**config.mk**
```make
export PLATFORM = sky130hd
export DESIGN_NAME = flash_host
export DESIGN_NICKNAME = d
export VERILOG_FILES = /design/src/rtl/flash_host_pkg.sv /design/src/rtl/flash_bus_cycle.sv /design/src/rtl/flash_host.sv
export SDC_FILE = /design/constraint.sdc
export NUM_CORES = 1
export LEC_CHECK = 0
export ABC_CLOCK_PERIOD_IN_PS = 5900
export BUFFER_PORTS_ARGS = -buffer_cell sky130_fd_sc_hd__buf_2
export CAP_MARGIN = 20
export CORE_ASPECT_RATIO = 1.1
export CORE_MARGIN = 2
export CORE_UTILIZATION = 55
export CTS_BUF_LIST = sky130_fd_sc_hd__clkbuf_8
export DETAILED_ROUTE_END_ITERATION = 10
export GPL_TIMING_DRIVEN = 0
export MAX_ROUTING_LAYER = met4
export PLACE_DENSITY_LB_ADDON = 0.15
export SLEW_MARGIN = 20
export SYNTH_ARGS = -nofsm -noshare
export SYNTH_HDL_FRONTEND = slang
export SYNTH_SLANG_ARGS = --single-unit
export TNS_END_PERCENT = 10
```
**constraint.sdc**
```tcl
create_clock -name mclk -period 5.9 [get_ports mclk]
set_clock_uncertainty 0.15 [all_clocks]
set_input_delay 0.59 -clock mclk [delete_from_list [all_inputs] [get_ports mclk]]
set_output_delay 0.59 -clock mclk [all_outputs]
set_load 0.005 [all_outputs]
```
**src/rtl/flash_host_pkg.sv**
```systemverilog
package flash_host_pkg;

  // Parallel bus widths
  localparam int ADDR_W = 22;
  localparam int DQ_W = 16;

  // Command bytes
  localparam logic [7:0] CMD_READ_ARRAY = 8'hFF;
  localparam logic [7:0] CMD_PROG_SETUP = 8'h40;
  localparam logic [7:0] CMD_ERASE_SETUP = 8'h20;
  localparam logic [7:0] CMD_CONFIRM = 8'hD0;
  localparam logic [7:0] CMD_SUSPEND = 8'hB0;
  localparam logic [7:0] CMD_READ_STATUS = 8'h70;
  localparam logic [7:0] CMD_CLEAR_STATUS = 8'h50;
  localparam logic [7:0] CMD_READ_ID = 8'h90;

  // Status word layout
  localparam int STATUS_READY_BIT = 7;

  // Bus timing in ns and in mclk cycles (least times round up)
  localparam int CLK_PERIOD_NS = 5;
  localparam int T_SETUP_NS = 10;
  localparam int T_STROBE_NS = 50;
  localparam int T_ACCESS_NS = 70;
  localparam int T_HOLD_NS = 10;
  localparam int CNT_W = 5;
  localparam logic [CNT_W-1:0] SETUP_CYC =
    CNT_W'((T_SETUP_NS + CLK_PERIOD_NS - 1) / CLK_PERIOD_NS);
  localparam logic [CNT_W-1:0] STROBE_CYC =
    CNT_W'((T_STROBE_NS + CLK_PERIOD_NS - 1) / CLK_PERIOD_NS);
  localparam logic [CNT_W-1:0] ACCESS_CYC =
    CNT_W'((T_ACCESS_NS + CLK_PERIOD_NS - 1) / CLK_PERIOD_NS);
  localparam logic [CNT_W-1:0] HOLD_CYC =
    CNT_W'((T_HOLD_NS + CLK_PERIOD_NS - 1) / CLK_PERIOD_NS);
  localparam logic [CNT_W-1:0] CNT_ONE = CNT_W'(1);

  // User operations
  typedef enum logic [2:0] {
    op_read_array,
    op_read_status,
    op_read_id,
    op_program,
    op_erase,
    op_resume,
    op_clear_status
  } op_t;

  // First command byte of each operation, placed on the data bus
  function automatic logic [DQ_W-1:0] cmd_word(input logic [7:0] code);
    cmd_word = {{(DQ_W-8){1'b0}}, code};
  endfunction : cmd_word

  function automatic logic [7:0] op_code(input op_t op);
    case (op)
      op_read_array: op_code = CMD_READ_ARRAY;
      op_read_status: op_code = CMD_READ_STATUS;
      op_read_id: op_code = CMD_READ_ID;
      op_program: op_code = CMD_PROG_SETUP;
      op_erase: op_code = CMD_ERASE_SETUP;
      op_resume: op_code = CMD_CONFIRM;
      op_clear_status: op_code = CMD_CLEAR_STATUS;
      default: op_code = CMD_READ_ARRAY;
    endcase
  endfunction : op_code

endpackage : flash_host_pkg

```
**src/rtl/flash_bus_cycle.sv**
```systemverilog
`timescale 1ns/1ps
////////////////////////////////////////////////////////////////////////////////
module flash_bus_cycle
  import flash_host_pkg::*;
(
  // Clock, reset, enable
  input wire logic mclk,
  input wire logic reset,
  input wire logic clk_en,
  // Cycle request
  input wire logic start,
  input wire logic write,
  input wire logic [ADDR_W-1:0] addr,
  input wire logic [DQ_W-1:0] wdata,
  output logic ready,
  output logic done,
  output logic [DQ_W-1:0] rdata,
  // Flash pins
  output logic flash_ce_n,
  output logic flash_we_n,
  output logic flash_oe_n,
  output logic [ADDR_W-1:0] flash_addr,
  output logic [DQ_W-1:0] flash_dq_out,
  output logic flash_dq_oe,
  input wire logic [DQ_W-1:0] flash_dq_in
);

  typedef enum logic [1:0] {b_idle, b_setup, b_strobe, b_hold} bus_state_t;

  bus_state_t state, next_state;
  logic [CNT_W-1:0] cnt, next_cnt;
  logic is_write, next_is_write;
  logic next_ce_n, next_we_n, next_oe_n, next_dq_oe;
  logic [ADDR_W-1:0] next_addr;
  logic [DQ_W-1:0] next_dq_out, next_rdata;

  assign ready = (state == b_idle);
  assign done = (state == b_hold) && (cnt == CNT_ONE);

  always_comb begin
    next_state = state;
    next_cnt = cnt;
    next_is_write = is_write;
    next_ce_n = flash_ce_n;
    next_we_n = flash_we_n;
    next_oe_n = flash_oe_n;
    next_dq_oe = flash_dq_oe;
    next_addr = flash_addr;
    next_dq_out = flash_dq_out;
    next_rdata = rdata;
    case (state)
      b_idle: begin
        if (start) begin
          next_state = b_setup;
          next_cnt = SETUP_CYC;
          next_is_write = write;
          next_ce_n = 1'b0;
          next_addr = addr;
          next_dq_out = wdata;
          next_dq_oe = write;
        end
      end
      b_setup: begin
        if (cnt == CNT_ONE) begin
          next_state = b_strobe;
          next_cnt = is_write ? STROBE_CYC : ACCESS_CYC;
          next_we_n = !is_write;
          next_oe_n = is_write;
        end else begin
          next_cnt = cnt - CNT_ONE;
        end
      end
      b_strobe: begin
        if (cnt == CNT_ONE) begin
          // Device latches on the rising strobe; data stays driven in hold
          next_state = b_hold;
          next_cnt = HOLD_CYC;
          next_we_n = 1'b1;
          next_oe_n = 1'b1;
          if (!is_write) begin
            next_rdata = flash_dq_in;
          end
        end else begin
          next_cnt = cnt - CNT_ONE;
        end
      end
      b_hold: begin
        if (cnt == CNT_ONE) begin
          next_state = b_idle;
          next_ce_n = 1'b1;
          next_dq_oe = 1'b0;
        end else begin
          next_cnt = cnt - CNT_ONE;
        end
      end
      default: next_state = b_idle;
    endcase
  end

  always_ff @(posedge mclk) begin
    if (reset) begin
      state <= b_idle;
      cnt <= '0;
      is_write <= 1'b0;
      flash_ce_n <= 1'b1;
      flash_we_n <= 1'b1;
      flash_oe_n <= 1'b1;
      flash_dq_oe <= 1'b0;
      flash_addr <= '0;
      flash_dq_out <= '0;
      rdata <= '0;
    end else if (clk_en) begin
      state <= next_state;
      cnt <= next_cnt;
      is_write <= next_is_write;
      flash_ce_n <= next_ce_n;
      flash_we_n <= next_we_n;
      flash_oe_n <= next_oe_n;
      flash_dq_oe <= next_dq_oe;
      flash_addr <= next_addr;
      flash_dq_out <= next_dq_out;
      rdata <= next_rdata;
    end
  end

  ////////////////////////////////////////////////////////////////////////////
  chk_strobe_data_held: assert property (@(posedge mclk) disable iff (reset)
    $rose(flash_we_n) |-> flash_dq_oe && !flash_ce_n)
    else $error("write data not held at end of strobe");

endmodule : flash_bus_cycle

```
**src/rtl/flash_host.sv**
```systemverilog
`timescale 1ns/1ps
////////////////////////////////////////////////////////////////////////////////
module flash_host
  import flash_host_pkg::*;
(
  // Clock, reset, enable
  input wire logic mclk,
  input wire logic reset,
  input wire logic clk_en,
  // User request
  input wire logic req_valid,
  output logic req_ready,
  input wire op_t req_op,
  input wire logic [ADDR_W-1:0] req_addr,
  input wire logic [DQ_W-1:0] req_data,
  input wire logic suspend_req,
  // User response
  output logic resp_valid,
  output logic [DQ_W-1:0] resp_data,
  output logic resp_suspended,
  // Flash pins
  output logic flash_ce_n,
  output logic flash_we_n,
  output logic flash_oe_n,
  output logic [ADDR_W-1:0] flash_addr,
  output logic [DQ_W-1:0] flash_dq_out,
  output logic flash_dq_oe,
  input wire logic [DQ_W-1:0] flash_dq_in
);

  typedef enum logic [2:0] {
    st_idle, st_cmd, st_data, st_read, st_poll, st_suspend, st_done
  } host_state_t;

  host_state_t state, next_state;
  op_t op, next_op;
  logic [ADDR_W-1:0] addr, next_addr;
  logic [DQ_W-1:0] data, next_data;
  logic [DQ_W-1:0] next_resp_data;
  logic next_resp_suspended;
  logic susp_pend, next_susp_pend;

  logic bus_start, bus_write, bus_ready, bus_done;
  logic [DQ_W-1:0] bus_wdata, bus_rdata;
  logic [ADDR_W-1:0] bus_addr;
  logic waiting_busy;

  ////////////////////////////////////////////////////////////////////////////
  flash_bus_cycle u_bus (
    .mclk(mclk),
    .reset(reset),
    .clk_en(clk_en),
    .start(bus_start),
    .write(bus_write),
    .addr(bus_addr),
    .wdata(bus_wdata),
    .ready(bus_ready),
    .done(bus_done),
    .rdata(bus_rdata),
    .flash_ce_n(flash_ce_n),
    .flash_we_n(flash_we_n),
    .flash_oe_n(flash_oe_n),
    .flash_addr(flash_addr),
    .flash_dq_out(flash_dq_out),
    .flash_dq_oe(flash_dq_oe),
    .flash_dq_in(flash_dq_in)
  );

  ////////////////////////////////////////////////////////////////////////////
  assign req_ready = (state == st_idle) && clk_en;
  assign resp_valid = (state == st_done);
  assign waiting_busy = (state == st_poll)
    && ((op == op_program) || (op == op_erase) || (op == op_resume));

  // Bus request for the current state
  always_comb begin
    bus_start = 1'b0;
    bus_write = 1'b0;
    bus_addr = addr;
    bus_wdata = '0;
    case (state)
      st_cmd: begin
        bus_start = bus_ready && clk_en;
        bus_write = 1'b1;
        bus_wdata = cmd_word(op_code(op));
      end
      st_data: begin
        bus_start = bus_ready && clk_en;
        bus_write = 1'b1;
        bus_wdata = (op == op_erase) ? cmd_word(CMD_CONFIRM) : data;
      end
      st_suspend: begin
        bus_start = bus_ready && clk_en;
        bus_write = 1'b1;
        bus_wdata = cmd_word(CMD_SUSPEND);
      end
      st_read, st_poll: begin
        bus_start = bus_ready && clk_en;
      end
      default: bus_start = 1'b0;
    endcase
  end

  always_comb begin
    next_state = state;
    next_op = op;
    next_addr = addr;
    next_data = data;
    next_resp_data = resp_data;
    next_resp_suspended = resp_suspended;
    next_susp_pend = susp_pend;
    // Suspend request set wins over its clear; one B0H per operation
    if (suspend_req && waiting_busy && !resp_suspended) begin
      next_susp_pend = 1'b1;
    end else if (state == st_suspend && bus_done) begin
      next_susp_pend = 1'b0;
    end
    case (state)
      st_idle: begin
        next_susp_pend = 1'b0;
        if (req_valid) begin
          next_state = st_cmd;
          next_op = req_op;
          next_addr = req_addr;
          next_data = req_data;
          next_resp_suspended = 1'b0;
        end
      end
      st_cmd: begin
        if (bus_done) begin
          case (op)
            op_program, op_erase: next_state = st_data;
            op_resume: next_state = st_poll;
            op_clear_status: next_state = st_done;
            default: next_state = st_read;
          endcase
        end
      end
      st_data: begin
        if (bus_done) begin
          next_state = st_poll;
        end
      end
      st_read: begin
        if (bus_done) begin
          next_resp_data = bus_rdata;
          next_state = st_done;
        end
      end
      st_poll: begin
        if (bus_done) begin
          next_resp_data = bus_rdata;
          if (next_susp_pend) begin
            next_state = st_suspend;
          end else if (bus_rdata[STATUS_READY_BIT]) begin
            next_state = st_done;
          end
        end
      end
      st_suspend: begin
        if (bus_done) begin
          next_resp_suspended = 1'b1;
          next_state = st_poll;
        end
      end
      st_done: next_state = st_idle;
      default: next_state = st_idle;
    endcase
  end

  always_ff @(posedge mclk) begin
    if (reset) begin
      state <= st_idle;
      op <= op_read_array;
      addr <= '0;
      data <= '0;
      resp_data <= '0;
      resp_suspended <= 1'b0;
      susp_pend <= 1'b0;
    end else if (clk_en) begin
      state <= next_state;
      op <= next_op;
      addr <= next_addr;
      data <= next_data;
      resp_data <= next_resp_data;
      resp_suspended <= next_resp_suspended;
      susp_pend <= next_susp_pend;
    end
  end

  ////////////////////////////////////////////////////////////////////////////
  chk_read_array_cmd: assert property (
    @(posedge mclk) disable iff (reset)
    (bus_start && state == st_cmd && op == op_read_array)
      |-> bus_write && bus_wdata == cmd_word(CMD_READ_ARRAY))
    else $error("read array not preceded by FFH");

  chk_read_status_cmd: assert property (
    @(posedge mclk) disable iff (reset)
    (state == st_read && $past(state) == st_cmd && op == op_read_status)
      |-> $past(bus_wdata) == cmd_word(CMD_READ_STATUS))
    else $error("status read not preceded by 70H");

  chk_read_id_cmd: assert property (
    @(posedge mclk) disable iff (reset)
    (bus_start && state == st_cmd && op == op_read_id)
      |-> bus_wdata == cmd_word(CMD_READ_ID))
    else $error("identifier read not preceded by 90H");

  chk_program_data: assert property (
    @(posedge mclk) disable iff (reset)
    (bus_start && state == st_data && op == op_program)
      |-> bus_write && bus_wdata == data)
    else $error("program data not written after setup");

  chk_erase_confirm: assert property (
    @(posedge mclk) disable iff (reset)
    (bus_done && state == st_cmd && op == op_erase && clk_en)
      |=> state == st_data
      ##0 (!bus_start || bus_wdata == cmd_word(CMD_CONFIRM)))
    else $error("erase setup not followed by D0H");

  chk_single_suspend: assert property (
    @(posedge mclk) disable iff (reset)
    (bus_start && state == st_suspend) |-> !resp_suspended)
    else $error("suspend issued twice in one operation");

  chk_done_ready: assert property (
    @(posedge mclk) disable iff (reset)
    (resp_valid && (op == op_program || op == op_erase) && !resp_suspended)
      |-> resp_data[STATUS_READY_BIT])
    else $error("operation finished while status busy");

  chk_poll_reads_only: assert property (
    @(posedge mclk) disable iff (reset)
    (bus_start && state == st_poll) |-> !bus_write)
    else $error("write issued while polling busy flash");

  cov_program: cover property (@(posedge mclk) disable iff (reset)
    resp_valid && op == op_program);
  cov_erase: cover property (@(posedge mclk) disable iff (reset)
    resp_valid && op == op_erase);
  cov_suspend: cover property (@(posedge mclk) disable iff (reset)
    resp_valid && resp_suspended);
  cov_read_id: cover property (@(posedge mclk) disable iff (reset)
    resp_valid && op == op_read_id);

endmodule : flash_host

```
Word level (Yosys, flattened, before mapping)
Index checks and enable logic that the tools add are counted.
- reductions and logical operators: 31
- multiplexer cells: 41
- eq/ne operators: 28
- bitwise operators: 1
- $add $sub $neg: 1
- operators with widths (operator ; count):
    $pmux W16 S3 ; 1
    $pmux W8 S6 ; 1
    $mux W3 ; 8
    $mux W5 ; 4
    $pmux W5 S4 ; 1
    $eq A3 B3 Y1 const B ; 6
    $mux W16 ; 1
    $ne A2 B2 Y1 const B ; 8
    $reduce_and A4 Y1 ; 4
    $pmux W3 S5 ; 1
    $mux W1 ; 13
    $eq A3 B2 Y1 const B ; 4
    $reduce_and A3 Y1 ; 4
    $pmux W1 S2 ; 5
    $pmux W3 S3 ; 1
    $mux W2 ; 4
    $pmux W2 S4 ; 1
    $logic_and A1 B1 Y1 ; 7
    $reduce_and A7 Y1 ; 1
    $eq A3 B1 Y1 const B ; 2
    $ne A2 B1 Y1 const B ; 3
    $reduce_bool A2 Y1 ; 3
    $reduce_or A2 Y1 ; 3
    $eq A5 B1 Y1 const B ; 1
    other kinds (12) ; 15
- flip-flop bits (word level): 128
- input port bits: 62

Depth between registers and ports, before layout
- depth after elaboration: 10
- mapped depth: 8
- mapped depth without buffers: 6

By module
Synthesis repeated with hierarchy kept, for this count alone.
- cells, all modules: 660
- area, all modules: 5331.4 um2
- by module, submodules not included (module ; seq. area each (um2) ; times used ; area an instance (um2) ; cells an instance):
    flash_bus_cycle ; 1321.3 ; 1 ; 2676.3 ; 322
    flash_host ; 1241.2 ; 1 ; 2655.0 ; 338

Least setup slack after synthesis
Ideal clock, no wire load.
- path kind: reg-to-reg
- from: register u_bus.cnt[1]
- to: register u_bus.rdata[5]
- slack: 3830 ps
- required time: 5622 ps
- data arrival time: 1793 ps
- setup time: 128 ps
- buffers on the path: 1
- cell stages (with the launch flop): 8
- path through: dfxtp_1 inv_1 ha_1 or4b_4 nor3_4 buf_8 mux2i_1 nor2_1
- cells in the longest elaborated chain, start to end: 2
- ends and longest elaborated chain (what ; RTL line ; RTL):
    start, declared ; flash_bus_cycle.sv:31 ; logic [CNT_W-1:0] cnt, next_cnt;
    start signal, assigned ; flash_bus_cycle.sv:114 ; cnt <= next_cnt;
    $eq A5 B1 Y1 ; flash_bus_cycle.sv:74 ; if (cnt == CNT_ONE) begin
    $reduce_and A4 Y1 (no line) ; - ;
    end signal, assigned ; flash_bus_cycle.sv:122 ; rdata <= next_rdata;
    end, declared ; flash_bus_cycle.sv:17 ; output logic [DQ_W-1:0] rdata,
Every way passes these cells.
A chain may end at the register's enable or synchronous reset.

Worst setup path in the final report
- from: register u_bus.state[0]
- to: register u_bus.flash_addr[21]
- cells in the longest elaborated chain, start to end: 4
- ends and longest elaborated chain (what ; RTL line ; RTL):
    start, declared ; flash_bus_cycle.sv:30 ; bus_state_t state, next_state;
    start signal, assigned ; flash_bus_cycle.sv:102 ; state <= b_idle;
    start signal, assigned ; flash_bus_cycle.sv:113 ; state <= next_state;
    $logic_not A2 Y1 * ; flash_bus_cycle.sv:37, flash_bus_cycle.sv:51 ;
    $logic_and A1 B1 Y1 ; - ;
    $mux W1 ; - ;
    $reduce_and A3 Y1 (no line) * ; - ;
    end signal, assigned ; flash_bus_cycle.sv:120 ; flash_addr <= next_addr;
    end, declared ; flash_bus_cycle.sv:22 ; output logic [ADDR_W-1:0] flash_addr,
Mark *: on every way between the ends. The rest lies on a longest branch, timed or not.

==> run_results.csv <==
group,metric,value,unit
timing,tns,0,ps
cts,clk_pin_slew_worst_paths,80,ps
critical_path,endpoint_kind,"flop",
die,dieHeight,107,um
cts,htree_levels,4,
finish,final_core_util,69.8,%
cts,cts_buffers,17,
yosys,synth-xor-area-share,0.658,%
global_routing,overflow,0,
cts,cts_buffer_depth,2,
yosys,synth_compound_gate_area_share,16.8,%
critical_path,rr_worst_depth,7,
global_routing,grt_pass1_vias,4565,
placement,dpl.hpwl,9.65,mm
timing,worst_pin_slew,729,ps
yosys,yosys_warnings,0,
power,total_power,2.14,mW
yosys,syn-num-nets,705,
die,ios,123,
global_routing,grt_usage,26.3,%
finish,diodes,0,
route,drt_iter0_drc,253,
yosys,synthCells,637,
min_path,hold_path.class,"primary input to flop",
cts,cts_root_buf,"clkbuf_8",
yosys,synth_area_leader_cell,"dfxtp_1",
yosys,yosysTopAreaCellShare,48.1,%
placement,port_buffers,121,
cts,ctsHoldBuffers,0,
power,netSwitchingPower,0.582,mW
yosys,yosys_register_bits,128,
power,p_int,1.55,mW
finish,drive_above_1_share,22.5,%
timing,rsz0062_at_grt,"false",
critical_path,startpoint_type,"flop",
cts,cts.sinks,128,
finish,syn2layout_area_growth,23.1,%
power,irDropWorstVdd,178,uV
power,leakagePower,2.78,nW
run_status,outcome,"complete, no violations",
critical_path,arrival,2750,ps
critical_path,cp_max_fo,10,
route,viasPerCell,5.44,
route,wl_met3,941,um
yosys,synth_area,5330,um^2
yosys,ys_seq_area_share,48.1,%
die,die_w,97.8,um
power,swShare,27.2,%
die,row_count,37,
yosys,synth_most_common_cell,"nand2_1",
timing,finalCritPeriodShare,42.8,%
cts,insertion_delay,450,ps
placement,gp_congestion,0.878,
timing,hold_viol,0,
critical_path,critPathKind,"flop to flop",
yosys,synthMuxAreaShare,6.79,%
timing,setup_viol,0,
yosys,synth_flop_cell,"dfxtp_1",
global_routing,antenna_found_initial,0,
yosys,synthTopCellsByCount,"nand2_1 (154), dfxtp_1 (128), a21oi_1 (96)",
cts,cts_tree,"yes",
flow_run,maxCapViolCount,0,
yosys,synthTopCellsByArea,"dfxtp_1 (48%), nand2_1 (11%), a21oi_1 (9.0%), mux2i_1 (6.6%), nor2_1 (3.0%)",
yosys,synth.avg_cell_area,8.36,um^2
timing,clock.fmax,396,MHz
critical_path,cp.required,6120,ps
min_path,hold_depth,3,
yosys,synth_edf_count,0,
yosys,ys_types,62,
route,num_vias,4935,
die,die-area,10500,um^2
global_routing,grt_start_max_net_pins,17,
yosys,synthSimpleGateAreaFrac,21.2,%
die,coreArea,9400,um^2
timing,slew_headroom,51.3,%
route,met1Wirelength,5.86,mm
cts,cts_resized,0,
power,seq_power_share,43.4,%
yosys,synth_fa_ha_area_share,1.60,%
cts,post_cts.repair.setup_buffers,0,
route,detail-route-antenna-nets,0,
route,wl_per_cell,14.9,um
power,cellPowerDensity,326,nW/um^2
die,initial_core_util,56.7,%
route,finalWirelength,13.5,mm
yosys,synthArstFlopShare,0,%
global_routing,grt_pass1_wl,21.5,mm
timing,final_max_slew_viol_count,0,
power,clockPowerShare,41.8,%
route,dr_wl_met2,6.47,mm
yosys,synth_top_family_by_area,"simple AND/OR/NAND/NOR gates",
finish,nets,845,
timing,min_period,2530,ps
power,p_comb_share,14.8,%
route,drc,0,
route,drt_pass1_iterations,5,
route,highest_layer,"met4",
-- worst paths after layout --
check | startpoint | to | slack, ps
hold reg to reg | u_bus.flash_dq_out[10]$_SDFFE_PP0P_ | u_bus.flash_dq_out[10]$_SDFFE_PP0P_ | 300
setup / recovery | u_bus.state[0]$_SDFFE_PP0P_ | u_bus.flash_addr[21]$_SDFFE_PP0P_ | 3370
hold / removal | flash_dq_in[12] | u_bus.rdata[12]$_SDFFE_PP0P_ | 220
setup reg to reg | u_bus.state[0]$_SDFFE_PP0P_ | u_bus.flash_addr[21]$_SDFFE_PP0P_ | 3370
-- metrics by stage --
step	instance area (um^2)	hold slack [ps]	cells	setup WS, ps
detailed placement	6080	291	875	3430
CTS	6560	209	907	3380
finish	6560	223	907	3370
floorplan	5330	282	637	3830
global route	6560	223	907	3200
global placement	6080	285	875	3460
-- metal layers --
| layer | vias to the layer above | track usage (%) |
|---|---|---|
| met5 | - | - |
| met4 | 0 | 8.43 |
| met3 | 22 | 7.56 |
| met2 | 188 | 41.8 |
| met1 | 2270 | 32.6 |
| li1 | 2455 | - |
-- critical path: stages, from the launching register on --
cell	delay, ps
dfxtp_1	350
inv_1	120
ha_1	310
nand2_1	150
nor3_1	560
clkbuf_1	510
nand2_1	150
a21oi_1	160
-- sequential cells by signal, indices dropped and copies added, names as in the netlist, 2 cells and up --
signal / count
resp_data: 16
u_bus.flash_dq_out: 16
u_bus.flash_addr: 22
addr: 22
op: 3
u_bus.state: 2
data: 16
u_bus.rdata: 16
state: 3
u_bus.cnt: 5
-- layout make-up --
type	instances	area (um^2)
fillers	807	2840
flip-flops and latches	128	2560
multi-input cells	450	2510
repair buffers	121	606
clock buffers	20	275
plain buffers	47	209
clock inverters	12	204
well taps	117	146
inverters	12	45.0
-- power groups by stage --
stage | logic, mW | registers [mW] | clock network (mW)
after floorplan | 0.211 | 0.940 | 0
after global placement | 0.302 | 0.943 | 0
after detailed placement | 0.308 | 0.945 | 0
after CTS | 0.312 | 0.926 | 0.901
after global routing | 0.348 | 0.930 | 0.937
final | 0.315 | 0.926 | 0.893
-- logic make-up after synthesis --
family,after synthesis
compound gates,151
xor+xnor,4
fa+ha+maj,7
buf+inv,59
flops,128
mux,36
simple gates,252
-- cells in the final DEF, fill, tap and decap left out, drive strengths merged, types with 2 or more instances in the layout --
| cell | instances |
|---|---|
| a2111oi | 2 |
| a211oi | 3 |
| a21o | 3 |
| a21oi | 96 |
| a311oi | 2 |
| and2 | 2 |
| and3 | 4 |
| and3b | 2 |
| buf | 137 |
| bufinv | 5 |
| clkbuf | 51 |
| clkinv | 2 |
| clkinvlp | 3 |
| dfxtp | 128 |
| ha | 6 |
| inv | 14 |
| mux2i | 35 |
| nand2 | 154 |
| nand2b | 4 |
| nand3 | 11 |
| nand3b | 3 |
| nor2 | 42 |
| nor2b | 5 |
| nor3 | 7 |
| nor3b | 5 |
| nor4 | 3 |
| nor4b | 2 |
| o2111ai | 3 |
| o211a | 3 |
| o211ai | 2 |
| o21a | 2 |
| o21ai | 14 |
| o22ai | 2 |
| o31a | 2 |
| o31ai | 4 |
| or3 | 2 |
| or3b | 2 |
| xnor2 | 3 |
No activity file was read; power rests on OpenSTA's default activity.
